--- src/common/apfc_regs.svh ---
// Purpose: Register map and field layout of the ADC post-filter configuration block
// Assumes: 32-bit AXI4-Lite words, byte addresses
// Notes:   Definitions only
`ifndef APFC_REGS_SVH
`define APFC_REGS_SVH

`define APFC_ADDR_W          16
`define APFC_CFG_ADDR        16'h2044
`define APFC_STAT_ADDR       16'h2048
`define APFC_CFG_RESET       32'h00000301
`define APFC_CFG_WMASK       32'h0007FFDF

`define APFC_DFT_GATE_BIT    18
`define APFC_WAVE_GATE_BIT   17
`define APFC_MAINS_GATE_BIT  16
`define APFC_AVG_CNT_HI      15
`define APFC_AVG_CNT_LO      14
`define APFC_S3_DEC_HI       13
`define APFC_S3_DEC_LO       12
`define APFC_S2_DEC_HI       11
`define APFC_S2_DEC_LO       8
`define APFC_AVG_EN_BIT      7
`define APFC_S3_BYP_BIT      6
`define APFC_LOW_HI          4
`define APFC_LOW_LO          0

`define APFC_STAT_AVG_LO     0
`define APFC_STAT_S3_LO      5
`define APFC_STAT_S2_LO      8
`define APFC_STAT_SRC_BIT    19

`define APFC_RESP_OKAY       2'h0
`define APFC_RESP_SLVERR     2'h2

`endif

--- src/common/apfc_pkg.sv ---
// Purpose: Shared types of the ADC post-filter configuration block
// Assumes: Constants live in apfc_regs.svh
// Notes:   Types only
package apfc_pkg;
    typedef logic [31:0] apfc_word_t;
    typedef logic [3:0]  apfc_strb_t;
    typedef logic [1:0]  apfc_resp_t;
    typedef logic [4:0]  apfc_avg_t;
    typedef logic [2:0]  apfc_ratio_t;
    typedef logic [10:0] apfc_count_t;
endpackage : apfc_pkg

--- src/common/apfc_cfg_if.sv ---
// Purpose: Carries the stored configuration word from register file to decoder
// Assumes: Single clock domain
// Notes:   src drives, dst reads
`timescale 1ns/10ps
`default_nettype none
interface apfc_cfg_if;
    import apfc_pkg::*;
    apfc_word_t cfg;
    modport src (output cfg);
    modport dst (input cfg);
endinterface : apfc_cfg_if
`default_nettype wire

--- src/core/apfc_decode.sv ---
// Purpose: Turns the configuration word into registered filter controls
// Assumes: cfg word already masked and reset to its documented value
// Notes:   One cycle from word to controls
`timescale 1ns/10ps
`default_nettype none
`include "apfc_regs.svh"
module apfc_decode
    import apfc_pkg::*;
(
    input  wire logic   clk,
    input  wire logic   rst_n,
    apfc_cfg_if.dst     cfg_bus,
    output logic        dft_clock_gate,
    output logic        wavegen_clock_gate,
    output logic        mains_filter_clock_gate,
    output logic        average_enable,
    output apfc_avg_t   average_samples,
    output logic        dft_source_average,
    output apfc_ratio_t first_stage_ratio,
    output logic        first_stage_bypass,
    output apfc_count_t second_stage_count,
    output logic [4:0]  low_control
);
    logic        next_dft_gate;
    logic        next_wave_gate;
    logic        next_mains_gate;
    logic        next_avg_en;
    apfc_avg_t   next_avg;
    logic        next_src;
    apfc_ratio_t next_ratio;
    logic        next_byp;
    apfc_count_t next_count;
    logic [4:0]  next_low;
    apfc_word_t  w;

    always_comb begin
        w               = cfg_bus.cfg;
        next_dft_gate   = w[`APFC_DFT_GATE_BIT];
        next_wave_gate  = w[`APFC_WAVE_GATE_BIT];
        next_mains_gate = w[`APFC_MAINS_GATE_BIT];
        next_avg_en     = w[`APFC_AVG_EN_BIT];
        next_byp        = w[`APFC_S3_BYP_BIT];
        next_low        = w[`APFC_LOW_HI:`APFC_LOW_LO];
        next_src        = next_avg_en;
        // Count only applies while averaging is on
        next_avg = 5'h00;
        if (next_avg_en) begin
            case (w[`APFC_AVG_CNT_HI:`APFC_AVG_CNT_LO])
                2'h0:    next_avg = 5'h02;
                2'h1:    next_avg = 5'h04;
                2'h2:    next_avg = 5'h08;
                default: next_avg = 5'h10;
            endcase
        end
        case (w[`APFC_S3_DEC_HI:`APFC_S3_DEC_LO])
            2'h1:    next_ratio = 3'h4;
            2'h2:    next_ratio = 3'h2;
            default: next_ratio = 3'h5;
        endcase
        case (w[`APFC_S2_DEC_HI:`APFC_S2_DEC_LO])
            4'h0:    next_count = 11'h016;
            4'h1:    next_count = 11'h02C;
            4'h2:    next_count = 11'h059;
            4'h3:    next_count = 11'h0B2;
            4'h4:    next_count = 11'h10B;
            4'h5:    next_count = 11'h215;
            4'h6:    next_count = 11'h280;
            4'h7:    next_count = 11'h29B;
            4'h8:    next_count = 11'h320;
            4'h9:    next_count = 11'h379;
            4'hA:    next_count = 11'h42B;
            4'hB:    next_count = 11'h535;
            default: next_count = 11'h016;
        endcase
    end

    always_ff @(posedge clk or negedge rst_n) begin
        if (!rst_n) begin
            dft_clock_gate          <= 1'b0;
            wavegen_clock_gate      <= 1'b0;
            mains_filter_clock_gate <= 1'b0;
            average_enable          <= 1'b0;
            average_samples         <= 5'h00;
            dft_source_average      <= 1'b0;
            first_stage_ratio       <= 3'h5;
            first_stage_bypass      <= 1'b0;
            second_stage_count      <= 11'h0B2;
            low_control             <= 5'h01;
        end else begin
            dft_clock_gate          <= next_dft_gate;
            wavegen_clock_gate      <= next_wave_gate;
            mains_filter_clock_gate <= next_mains_gate;
            average_enable          <= next_avg_en;
            average_samples         <= next_avg;
            dft_source_average      <= next_src;
            first_stage_ratio       <= next_ratio;
            first_stage_bypass      <= next_byp;
            second_stage_count      <= next_count;
            low_control             <= next_low;
        end
    end
endmodule : apfc_decode
`default_nettype wire

--- src/core/apfc_top.sv ---
// Purpose: ADC post-filter configuration register with AXI4-Lite access
// Assumes: CORE_CLK 100 MHz, single clock, RST_N asynchronous active low
// Notes:   Behaviour
// Behaviour
// Bits 18,17,16 stop DFT, wavegen, mains clocks
// Average count codes select 2,4,8,16 samples
// Averaging on routes averager into DFT
// Count applies only with average enable set
// First-stage codes give ratios 5,4,2,5
// Software picks ratio matching ADC sample rate
// Second-stage field resets 3; code 0 gives 22
// Register at 0x2044, resets to 0x301
// Codes 1..11 give 44 through 1333
// Bit 7 enables averaging
// Bit 6 bypasses first-stage filter
// Bits 31:19 read zero, ignore writes
//
// Register access over AXI4-Lite was chosen for this implementation.
`timescale 1ns/10ps
`default_nettype none
`include "apfc_regs.svh"
module apfc_top
    import apfc_pkg::*;
(
    input  wire logic                     CORE_CLK,
    input  wire logic                     RST_N,
    input  wire logic [`APFC_ADDR_W-1:0]  S_AXI_AWADDR,
    input  wire logic                     S_AXI_AWVALID,
    output logic                          S_AXI_AWREADY,
    input  wire apfc_word_t               S_AXI_WDATA,
    input  wire apfc_strb_t               S_AXI_WSTRB,
    input  wire logic                     S_AXI_WVALID,
    output logic                          S_AXI_WREADY,
    output apfc_resp_t                    S_AXI_BRESP,
    output logic                          S_AXI_BVALID,
    input  wire logic                     S_AXI_BREADY,
    input  wire logic [`APFC_ADDR_W-1:0]  S_AXI_ARADDR,
    input  wire logic                     S_AXI_ARVALID,
    output logic                          S_AXI_ARREADY,
    output apfc_word_t                    S_AXI_RDATA,
    output apfc_resp_t                    S_AXI_RRESP,
    output logic                          S_AXI_RVALID,
    input  wire logic                     S_AXI_RREADY,
    output logic                          DFT_CLOCK_GATE,
    output logic                          WAVEGEN_CLOCK_GATE,
    output logic                          MAINS_FILTER_CLOCK_GATE,
    output logic                          AVERAGE_ENABLE,
    output apfc_avg_t                     AVERAGE_SAMPLES,
    output logic                          DFT_SOURCE_AVERAGE,
    output apfc_ratio_t                   FIRST_STAGE_RATIO,
    output logic                          FIRST_STAGE_BYPASS,
    output apfc_count_t                   SECOND_STAGE_COUNT,
    output logic [4:0]                    LOW_CONTROL
);
    logic                    rst_meta;
    logic                    rst_n_sync;
    apfc_word_t              cfg;
    apfc_word_t              next_cfg;
    logic                    aw_held;
    logic                    next_aw_held;
    logic [`APFC_ADDR_W-1:0] aw_addr;
    logic [`APFC_ADDR_W-1:0] next_aw_addr;
    logic                    w_held;
    logic                    next_w_held;
    apfc_word_t              w_data;
    apfc_word_t              next_w_data;
    apfc_strb_t              w_strb;
    apfc_strb_t              next_w_strb;
    logic                    next_awready;
    logic                    next_wready;
    logic                    next_bvalid;
    apfc_resp_t              next_bresp;
    logic                    next_arready;
    logic                    next_rvalid;
    apfc_word_t              next_rdata;
    apfc_resp_t              next_rresp;
    apfc_word_t              merged;
    apfc_word_t              status;

    apfc_cfg_if cfg_bus ();
    assign cfg_bus.cfg = cfg;

    // Reset asserts at once, releases after two edges
    always_ff @(posedge CORE_CLK or negedge RST_N) begin
        if (!RST_N) begin
            rst_meta   <= 1'b0;
            rst_n_sync <= 1'b0;
        end else begin
            rst_meta   <= 1'b1;
            rst_n_sync <= rst_meta;
        end
    end

    // Byte-lane merge of held write data into the stored word
    genvar gi;
    generate
        for (gi = 0; gi < 4; gi++) begin : g_lane
            assign merged[gi*8 +: 8] = w_strb[gi] ? w_data[gi*8 +: 8] : cfg[gi*8 +: 8];
        end
    endgenerate

    assign status = {12'h000,
                     DFT_SOURCE_AVERAGE,
                     SECOND_STAGE_COUNT,
                     FIRST_STAGE_RATIO,
                     AVERAGE_SAMPLES};

    // Address and data may be taken in either order
    always_comb begin
        next_cfg     = cfg;
        next_aw_held = aw_held;
        next_aw_addr = aw_addr;
        next_w_held  = w_held;
        next_w_data  = w_data;
        next_w_strb  = w_strb;
        next_bvalid  = S_AXI_BVALID;
        next_bresp   = S_AXI_BRESP;
        if (S_AXI_BVALID && S_AXI_BREADY) begin
            next_bvalid = 1'b0;
        end
        if (S_AXI_AWVALID && S_AXI_AWREADY) begin
            next_aw_held = 1'b1;
            next_aw_addr = S_AXI_AWADDR;
        end
        if (S_AXI_WVALID && S_AXI_WREADY) begin
            next_w_held = 1'b1;
            next_w_data = S_AXI_WDATA;
            next_w_strb = S_AXI_WSTRB;
        end
        // Both halves held: commit once and answer
        if (aw_held && w_held && !S_AXI_BVALID) begin
            next_aw_held = 1'b0;
            next_w_held  = 1'b0;
            next_bvalid  = 1'b1;
            if ({aw_addr[`APFC_ADDR_W-1:2], 2'b00} == `APFC_CFG_ADDR) begin
                next_cfg   = merged & `APFC_CFG_WMASK;
                next_bresp = `APFC_RESP_OKAY;
            end else begin
                next_bresp = `APFC_RESP_SLVERR;
            end
        end
        // No new halves until the response is taken
        next_awready = !next_aw_held && !next_bvalid;
        next_wready  = !next_w_held && !next_bvalid;
    end

    always_ff @(posedge CORE_CLK or negedge rst_n_sync) begin
        if (!rst_n_sync) begin
            cfg           <= `APFC_CFG_RESET;
            aw_held       <= 1'b0;
            aw_addr       <= '0;
            w_held        <= 1'b0;
            w_data        <= 32'h00000000;
            w_strb        <= 4'h0;
            S_AXI_AWREADY <= 1'b0;
            S_AXI_WREADY  <= 1'b0;
            S_AXI_BVALID  <= 1'b0;
            S_AXI_BRESP   <= `APFC_RESP_OKAY;
        end else begin
            cfg           <= next_cfg;
            aw_held       <= next_aw_held;
            aw_addr       <= next_aw_addr;
            w_held        <= next_w_held;
            w_data        <= next_w_data;
            w_strb        <= next_w_strb;
            S_AXI_AWREADY <= next_awready;
            S_AXI_WREADY  <= next_wready;
            S_AXI_BVALID  <= next_bvalid;
            S_AXI_BRESP   <= next_bresp;
        end
    end

    // Read answers on the same edge that takes the address
    always_comb begin
        next_rvalid = S_AXI_RVALID;
        next_rdata  = S_AXI_RDATA;
        next_rresp  = S_AXI_RRESP;
        if (S_AXI_RVALID && S_AXI_RREADY) begin
            next_rvalid = 1'b0;
        end
        if (S_AXI_ARVALID && S_AXI_ARREADY) begin
            next_rvalid = 1'b1;
            next_rresp  = `APFC_RESP_OKAY;
            // Low two address bits are ignored
            case ({S_AXI_ARADDR[`APFC_ADDR_W-1:2], 2'b00})
                `APFC_CFG_ADDR:  next_rdata = cfg;
                `APFC_STAT_ADDR: next_rdata = status;
                default: begin
                    next_rdata = 32'h00000000;
                    next_rresp = `APFC_RESP_SLVERR;
                end
            endcase
        end
        next_arready = !next_rvalid;
    end

    always_ff @(posedge CORE_CLK or negedge rst_n_sync) begin
        if (!rst_n_sync) begin
            S_AXI_ARREADY <= 1'b0;
            S_AXI_RVALID  <= 1'b0;
            S_AXI_RDATA   <= 32'h00000000;
            S_AXI_RRESP   <= `APFC_RESP_OKAY;
        end else begin
            S_AXI_ARREADY <= next_arready;
            S_AXI_RVALID  <= next_rvalid;
            S_AXI_RDATA   <= next_rdata;
            S_AXI_RRESP   <= next_rresp;
        end
    end

    // Controls to the filter chain, registered in the decoder
    apfc_decode u_decode (
        .clk                     (CORE_CLK),
        .rst_n                   (rst_n_sync),
        .cfg_bus                 (cfg_bus.dst),
        .dft_clock_gate          (DFT_CLOCK_GATE),
        .wavegen_clock_gate      (WAVEGEN_CLOCK_GATE),
        .mains_filter_clock_gate (MAINS_FILTER_CLOCK_GATE),
        .average_enable          (AVERAGE_ENABLE),
        .average_samples         (AVERAGE_SAMPLES),
        .dft_source_average      (DFT_SOURCE_AVERAGE),
        .first_stage_ratio       (FIRST_STAGE_RATIO),
        .first_stage_bypass      (FIRST_STAGE_BYPASS),
        .second_stage_count      (SECOND_STAGE_COUNT),
        .low_control             (LOW_CONTROL)
    );
endmodule : apfc_top
`default_nettype wire

--- config.mk ---
export PLATFORM = sky130hd
export DESIGN_NAME = apfc_top
export DESIGN_NICKNAME = d
export VERILOG_FILES = /design/src/common/apfc_pkg.sv /design/src/common/apfc_cfg_if.sv /design/src/core/apfc_decode.sv /design/src/core/apfc_top.sv
export VERILOG_INCLUDE_DIRS = /design/src /design/src/common
export SDC_FILE = /design/constraint.sdc
export NUM_CORES = 1
export LEC_CHECK = 0
export ABC_AREA = 1
export BUFFER_PORTS_ARGS = -buffer_cell sky130_fd_sc_hd__buf_2
export CELL_PAD_IN_SITES_DETAIL_PLACEMENT = 0
export CELL_PAD_IN_SITES_GLOBAL_PLACEMENT = 1
export CORE_MARGIN = 5
export CORE_UTILIZATION = 41
export DETAILED_ROUTE_END_ITERATION = 12
export PLACE_DENSITY = 0.9
export SYNTH_ARGS = -nofsm -noshare
export SYNTH_HDL_FRONTEND = slang
export SYNTH_SLANG_ARGS = --single-unit
--- constraint.sdc ---
create_clock -name CORE_CLK -period 8.1 [get_ports CORE_CLK]
set_clock_uncertainty 0.15 [all_clocks]
set_input_delay 0.405 -clock CORE_CLK [delete_from_list [all_inputs] [get_ports CORE_CLK]]
set_output_delay 0.405 -clock CORE_CLK [all_outputs]
set_load 0.01 [all_outputs]
### Word level (Yosys, flattened, before mapping)

Memory sizes are Yosys's and may differ from the RTL's. A register that Yosys moved wholly into a read port is not among the register bits.
Index checks and enable logic that the tools add are counted.
Widths: inputs -> output; s select.

| word-level totals | value |
|---|---|
| register bits | 119 |
| bits in latches | 0 |
| RAM bits | 0 |
| memory bits (read-only) | 176 |
| input bits | 75 |
| output and inout port bits | 71 |
| memories kept | 1 |

Memory list:

| memory | words | bits a word | rd ports | clocked after Yosys merged registers in | wr ports | RTL line | source |
|---|---|---|---|---|---|---|---|
| (name not given) | 16 | 11 | 1 | 1 | 0 | apfc_decode.sv:60 | `` case (w[`APFC_S2_DEC_HI:`APFC_S2_DEC_LO]) `` |

| cells by class | value |
|---|---|
| $add $sub $neg | 0 |
| $mul | 0 |
| divide/modulo/power cells | 0 |
| order comparisons | 0 |
| equal/unequal tests | 7 |
| shift operators | 0 |
| mux-type cells | 14 |
| bitwise operators | 0 |
| reduce and logical (&&, ||, !) cells | 20 |

Operator list:

| operator | count |
|---|---|
| $eq 14x12->1 const B | 3 |
| $pmux 20 s2 | 1 |
| $pmux 5 s3 | 1 |
| $logic_and 1x1->1 | 9 |
| $reduce_and 3->1 | 3 |
| $mux 1 | 8 |
| $logic_not 1->1 | 6 |
| $pmux 3 s2 | 1 |
| $mux 5 | 1 |
| $eq 2x1->1 const B | 2 |
| $eq 2x2->1 const B | 2 |
| $mux 2 | 2 |
| $logic_not 2->1 | 1 |
| $reduce_or 2->1 | 1 |

### Depth between registers and ports, before layout

| depth | value |
|---|---|
| depth in word-level cells | 5 |
| depth in mapped cells | 9 |
| depth with buffers taken out | 8 |

### Cells and area by module

From an unflattened synthesis, not the netlist that was laid out.

| unflattened totals | value |
|---|---|
| cells, all modules | 520 |
| area total of the unflattened synthesis | 4,949.7 sq um |

By module, submodules not included:

| module | instances | cells each | area each (sq um) |
|---|---|---|---|
| apfc_top | 1 | 431 | 3,866.2 |
| apfc_decode | 1 | 89 | 1,083.5 |

### Worst setup path after synthesis

Ideal clock, no wire load.

| timing | value |
|---|---|
| path kind | register -> register |
| start point | reg S_AXI_BVALID |
| end point | reg cfg[14] |
| library setup time | 118 ps |
| data arrival time | 1,188 ps |
| slack | 6,644 ps |
| cell stages (with the launch flop) | 8 |
| buffers on the path | 1 |
| period minus slack after synthesis | 1,456 ps |
| cell sequence | dfrtp_1 > inv_1 > nand3_1 > nor2_1 > nand3_2 > buf_6 > nand2_1 > o21ai_2 |

| between the ends | value |
|---|---|
| longest elaborated chain between the ends | 3 |

RTL lines:

| item | RTL line | source |
|---|---|---|
| from (decl) | apfc_top.sv:35 | `output logic S_AXI_BVALID,` |
| from (signal assigned) | apfc_top.sv:168 | `S_AXI_BVALID <= next_bvalid;` |
| $logic_not 1->1 | apfc_top.sv:131 | `if (aw_held && w_held && !S_AXI_BVALID) begin` |
| $logic_and 1x1->1 | apfc_top.sv:131 |  |
| $reduce_and 3->1 (no source line) | - |  |
| to (signal assigned) | apfc_top.sv:149 | `` cfg <= `APFC_CFG_RESET; `` |
| to (signal assigned) | apfc_top.sv:160 | `cfg <= next_cfg;` |
| to (decl) | apfc_top.sv:57 | `apfc_word_t cfg;` |

Every way passes these cells.
A chain may end at the register's enable or synchronous reset.

### Worst setup path after layout

| timing | value |
|---|---|
| start point | reg S_AXI_ARREADY |
| end point | reg S_AXI_RVALID |

| between the ends | value |
|---|---|
| longest elaborated chain between the ends | 2 |

RTL lines:

| item | RTL line | source |
|---|---|---|
| from (decl) | apfc_top.sv:39 | `output logic S_AXI_ARREADY,` |
| from (signal assigned) | apfc_top.sv:204 | `S_AXI_ARREADY <= next_arready;` |
| $logic_and 1x1->1 | apfc_top.sv:181 | `if (S_AXI_ARVALID && S_AXI_ARREADY) begin` |
| $mux 1 | apfc_top.sv:181 |  |
| net next_rvalid | apfc_top.sv:74 | `logic next_rvalid;` |
| to (signal assigned) | apfc_top.sv:205 | `S_AXI_RVALID <= next_rvalid;` |
| to (decl) | apfc_top.sv:42 | `output logic S_AXI_RVALID,` |

The timed path passes the listed nets, and every way through them passes these cells.

==> flow_summary.ini <==
[power]
power.leakage_uw = 0.003016
power_density_mw_per_mm2 = 240.7
peakVddDrop_mv = 0.1240

[synthesis]
yosys-top-cells-count = 167 x nand2_1, 102 x dfrtp_1, 44 x inv_1
synthMuxAreaShare_pct = 0
synthSimpleGateAreaFrac_pct = 21.81
synth_xor_area_share_pct = 0
async_reset_ff_share_pct = 100.0
synth-seq-area-share_pct = 59.34
avgSynthCellArea_sq_um = 9.377
syn_area_sq_mm = 0.004745
synth_fa_ha_area_share_pct = 2.373
yosysWarnings = 0
synth.area.top_cells = dfrtp_1 54%, nand2_1 13%, dfstp_2 5.5%, nand3_1 4.3%, o21ai_0 3.8%
synthCells = 506
synth_flop_cell = dfrtp_1
yosys.area.top_type_share_pct = 53.80
post-synth-top-count-cell = nand2_1
synth_compound_area_share_pct = 7.700
synth_edf_count = 0
synth_top_family_by_area = simple AND/OR/NAND/NOR gates
synth_cell_types = 27
yosys.area.top_type = dfrtp_1
ys_seq_elements = 112

[clock_tree]
root_buffer = clkbuf_16
clock_latency_ns = 0.35
cts_made_buffers = 9
cts.htree.levels = 3
cts.sinks = 112
cts_tree = done
clock_path_buffers = 2
postCtsSetupBuffers = 0
cts.reportedPaths.clkPinSlew_ns = 0.07

[floorplan]
num_rows = 39
boundaryPins = 146
die_height_um = 117.6
start_util_pct = 41.73
core_sq_mm = 0.01137
fp.dieArea_sq_mm = 0.01382
die_x_um = 117.6

[critical_path]
required_ns = 8.18
startpoint = S_AXI_ARREADY
worstSetupPathType = reg2reg
ff2ff_path_depth = 4
crit_fanout = 22
start_kind = flip-flop
end_kind = flip-flop
worstReg2RegStart = S_AXI_ARREADY
cp.arrival_ns = 2.12

[placed_design]
placed_area_sq_mm = 0.005303
io_buffers = 111
dp_hpwl_um = 7178
globalplace.congestion = 0.8691
pre_cts_slack_ns = 5.884

[global_route]
antenna_found_initial = 1
grt_max_degree = 85
grt_usage_pct = 14.65
grt_pass1_wl_um = 16770
grt_pass1_vias = 3449
grt-ovfl-total = 0

[timing]
setup_tns_ns = 0
timing.final.crit_period_ns = 2.039
finalCritPeriodShare_pct = 25.17
setup_violations = 0
slew_viol_final = 0
hold_viol = 0
rsz0062_at_grt = false
maxSlewHeadroom_pct = 30.91
hold-worst-slack_ns = 0.08733
fmax_ghz = 0.4904
setup_slack_ns = 6.061
tightest_slew_ns = 1.036

[final_layout]
multiInputGateArea_sq_mm = 0.001573
drive_gt1_share_pct = 26.50
nFillCells = 1101
seqCellArea_sq_mm = 0.002819
fin_nets = 694
area_growth_syn_to_layout_pct = 17.96
post-route-util_pct = 49.22
fin_area_sq_mm = 0.005597

[detailed_routing]
dr.pass1.iters = 4
route.vias.total = 3468
drtIter0Drc = 252
wl_per_cell_um = 13.21
wirelength_um = 10020
drc = 0
ant_nets = 0
vias_per_cell = 4.569

[outcome]
outcome = finished clean

[hold_path]
hold_class = reg2async

[flow_run]
drv_cap = 0
-- flip-flops by register name, summed over array words and instances (netlist names), 3 cells and up --
signal	count
u_decode.low_control	5
w_strb	3
u_decode.first_stage_ratio	3
S_AXI_RDATA	20
u_decode.second_stage_count	11
u_decode.average_samples	4
aw_addr	14
w_data	18
cfg	18
-- worst paths after layout --
kind / end / slack, ns
setup / recovery: S_AXI_RVALID / 6.06
hold / removal: aw_addr[14] / 0.09
setup reg to reg: S_AXI_RVALID / 6.06
hold reg to reg: aw_addr[14] / 0.09
max in group asynchronous: S_AXI_RDATA[1] / 6.35
min in group CORE_CLK: aw_addr[6] / 0.09
-- area by class of cell --
type                       instances  share of cell area, %
sequential                       112                  50.37
multi-input combinational        329                  28.10
timing repair buffer             113                  10.24
clock buffer                       9                  4.024
tap                              143                  3.197
inverter                          45                  3.018
clock inverter                     7                  1.006
antenna                            1                0.04471
-- cell usage in the layout, fill, tap and decap left out --
cell / Yosys / routed
nor2_4: 3 / 3
nor3_1: 4 / 4
nor2_1: 20 / 20
conb_1: 2 / 16
clkbuf_16: 0 / 9
clkinv_2: 0 / 1
dfrtp_4: 0 / 1
o21ai_2: 15 / 15
nand3_1: 41 / 41
dfrtp_1: 102 / 101
nor2_2: 1 / 1
nand3_2: 2 / 2
and2_1: 1 / 1
o21ai_1: 3 / 3
clkinvlp_4: 0 / 3
inv_8: 0 / 1
clkinv_1: 1 / 1
clkinv_4: 0 / 2
a21oi_1: 6 / 6
ha_1: 9 / 9
nand2_1: 167 / 167
buf_4: 17 / 1
nor2_8: 1 / 1
o221ai_1: 1 / 1
inv_1: 44 / 44
nand2_2: 1 / 1
buf_2: 3 / 111
or2_4: 1 / 1
o21ai_0: 36 / 36
and3_1: 1 / 1
diode_2: 0 / 1
dlygate4sd3_1: 0 / 1
dfstp_2: 10 / 10
-- power breakdown --
part	internal (uW)	switching, uW	total (uW)
Sequential	663	40.3	703
Combinational	74.8	154	228
Clock	211	205	416
-- what timing repair did --
action | CTS | global route
gates resized for setup | 0 | 0
hold endpoints to repair | 2 | 0
hold buffers | 1 | 0
-- worst max-delay path: stages (launching register included) --
cell and delay, ns:
dfrtp_1 0.37, nand2_1 0.51, inv_1 0.52, a21oi_1 0.29, inv_1 0.07
-- per-layer routing --
layer / wire length (um) / GRT usage [%] / vias up
li1: - / - / 1765
met1: 4851 / 19.98 / 1572
met2: 4202 / 21.25 / 111
met3: 762 / 4.950 / 18
met4: 196 / 6.380 / 2
met5: 11 / 0 / -
-- stage by stage --
step / cells / power (uW)
2_1_floorplan: 520 / 878.8
3_3_place_gp: 741 / 931.7
3_5_place_dp: 741 / 945.5
4_1_cts: 758 / 1369
5_1_grt: 758 / 1434
6_report: 759 / 1347
-- cells by family (layout without fill, tap and decap cells) --
family / count (synthesis) / in the layout
compound gates: 61 / 61
other cells: 2 / 17
buf+inv: 79 / 174
fa+ha+maj: 9 / 9
flops: 112 / 112
simple gates: 243 / 243
Power figures use the tool's default switching activity.
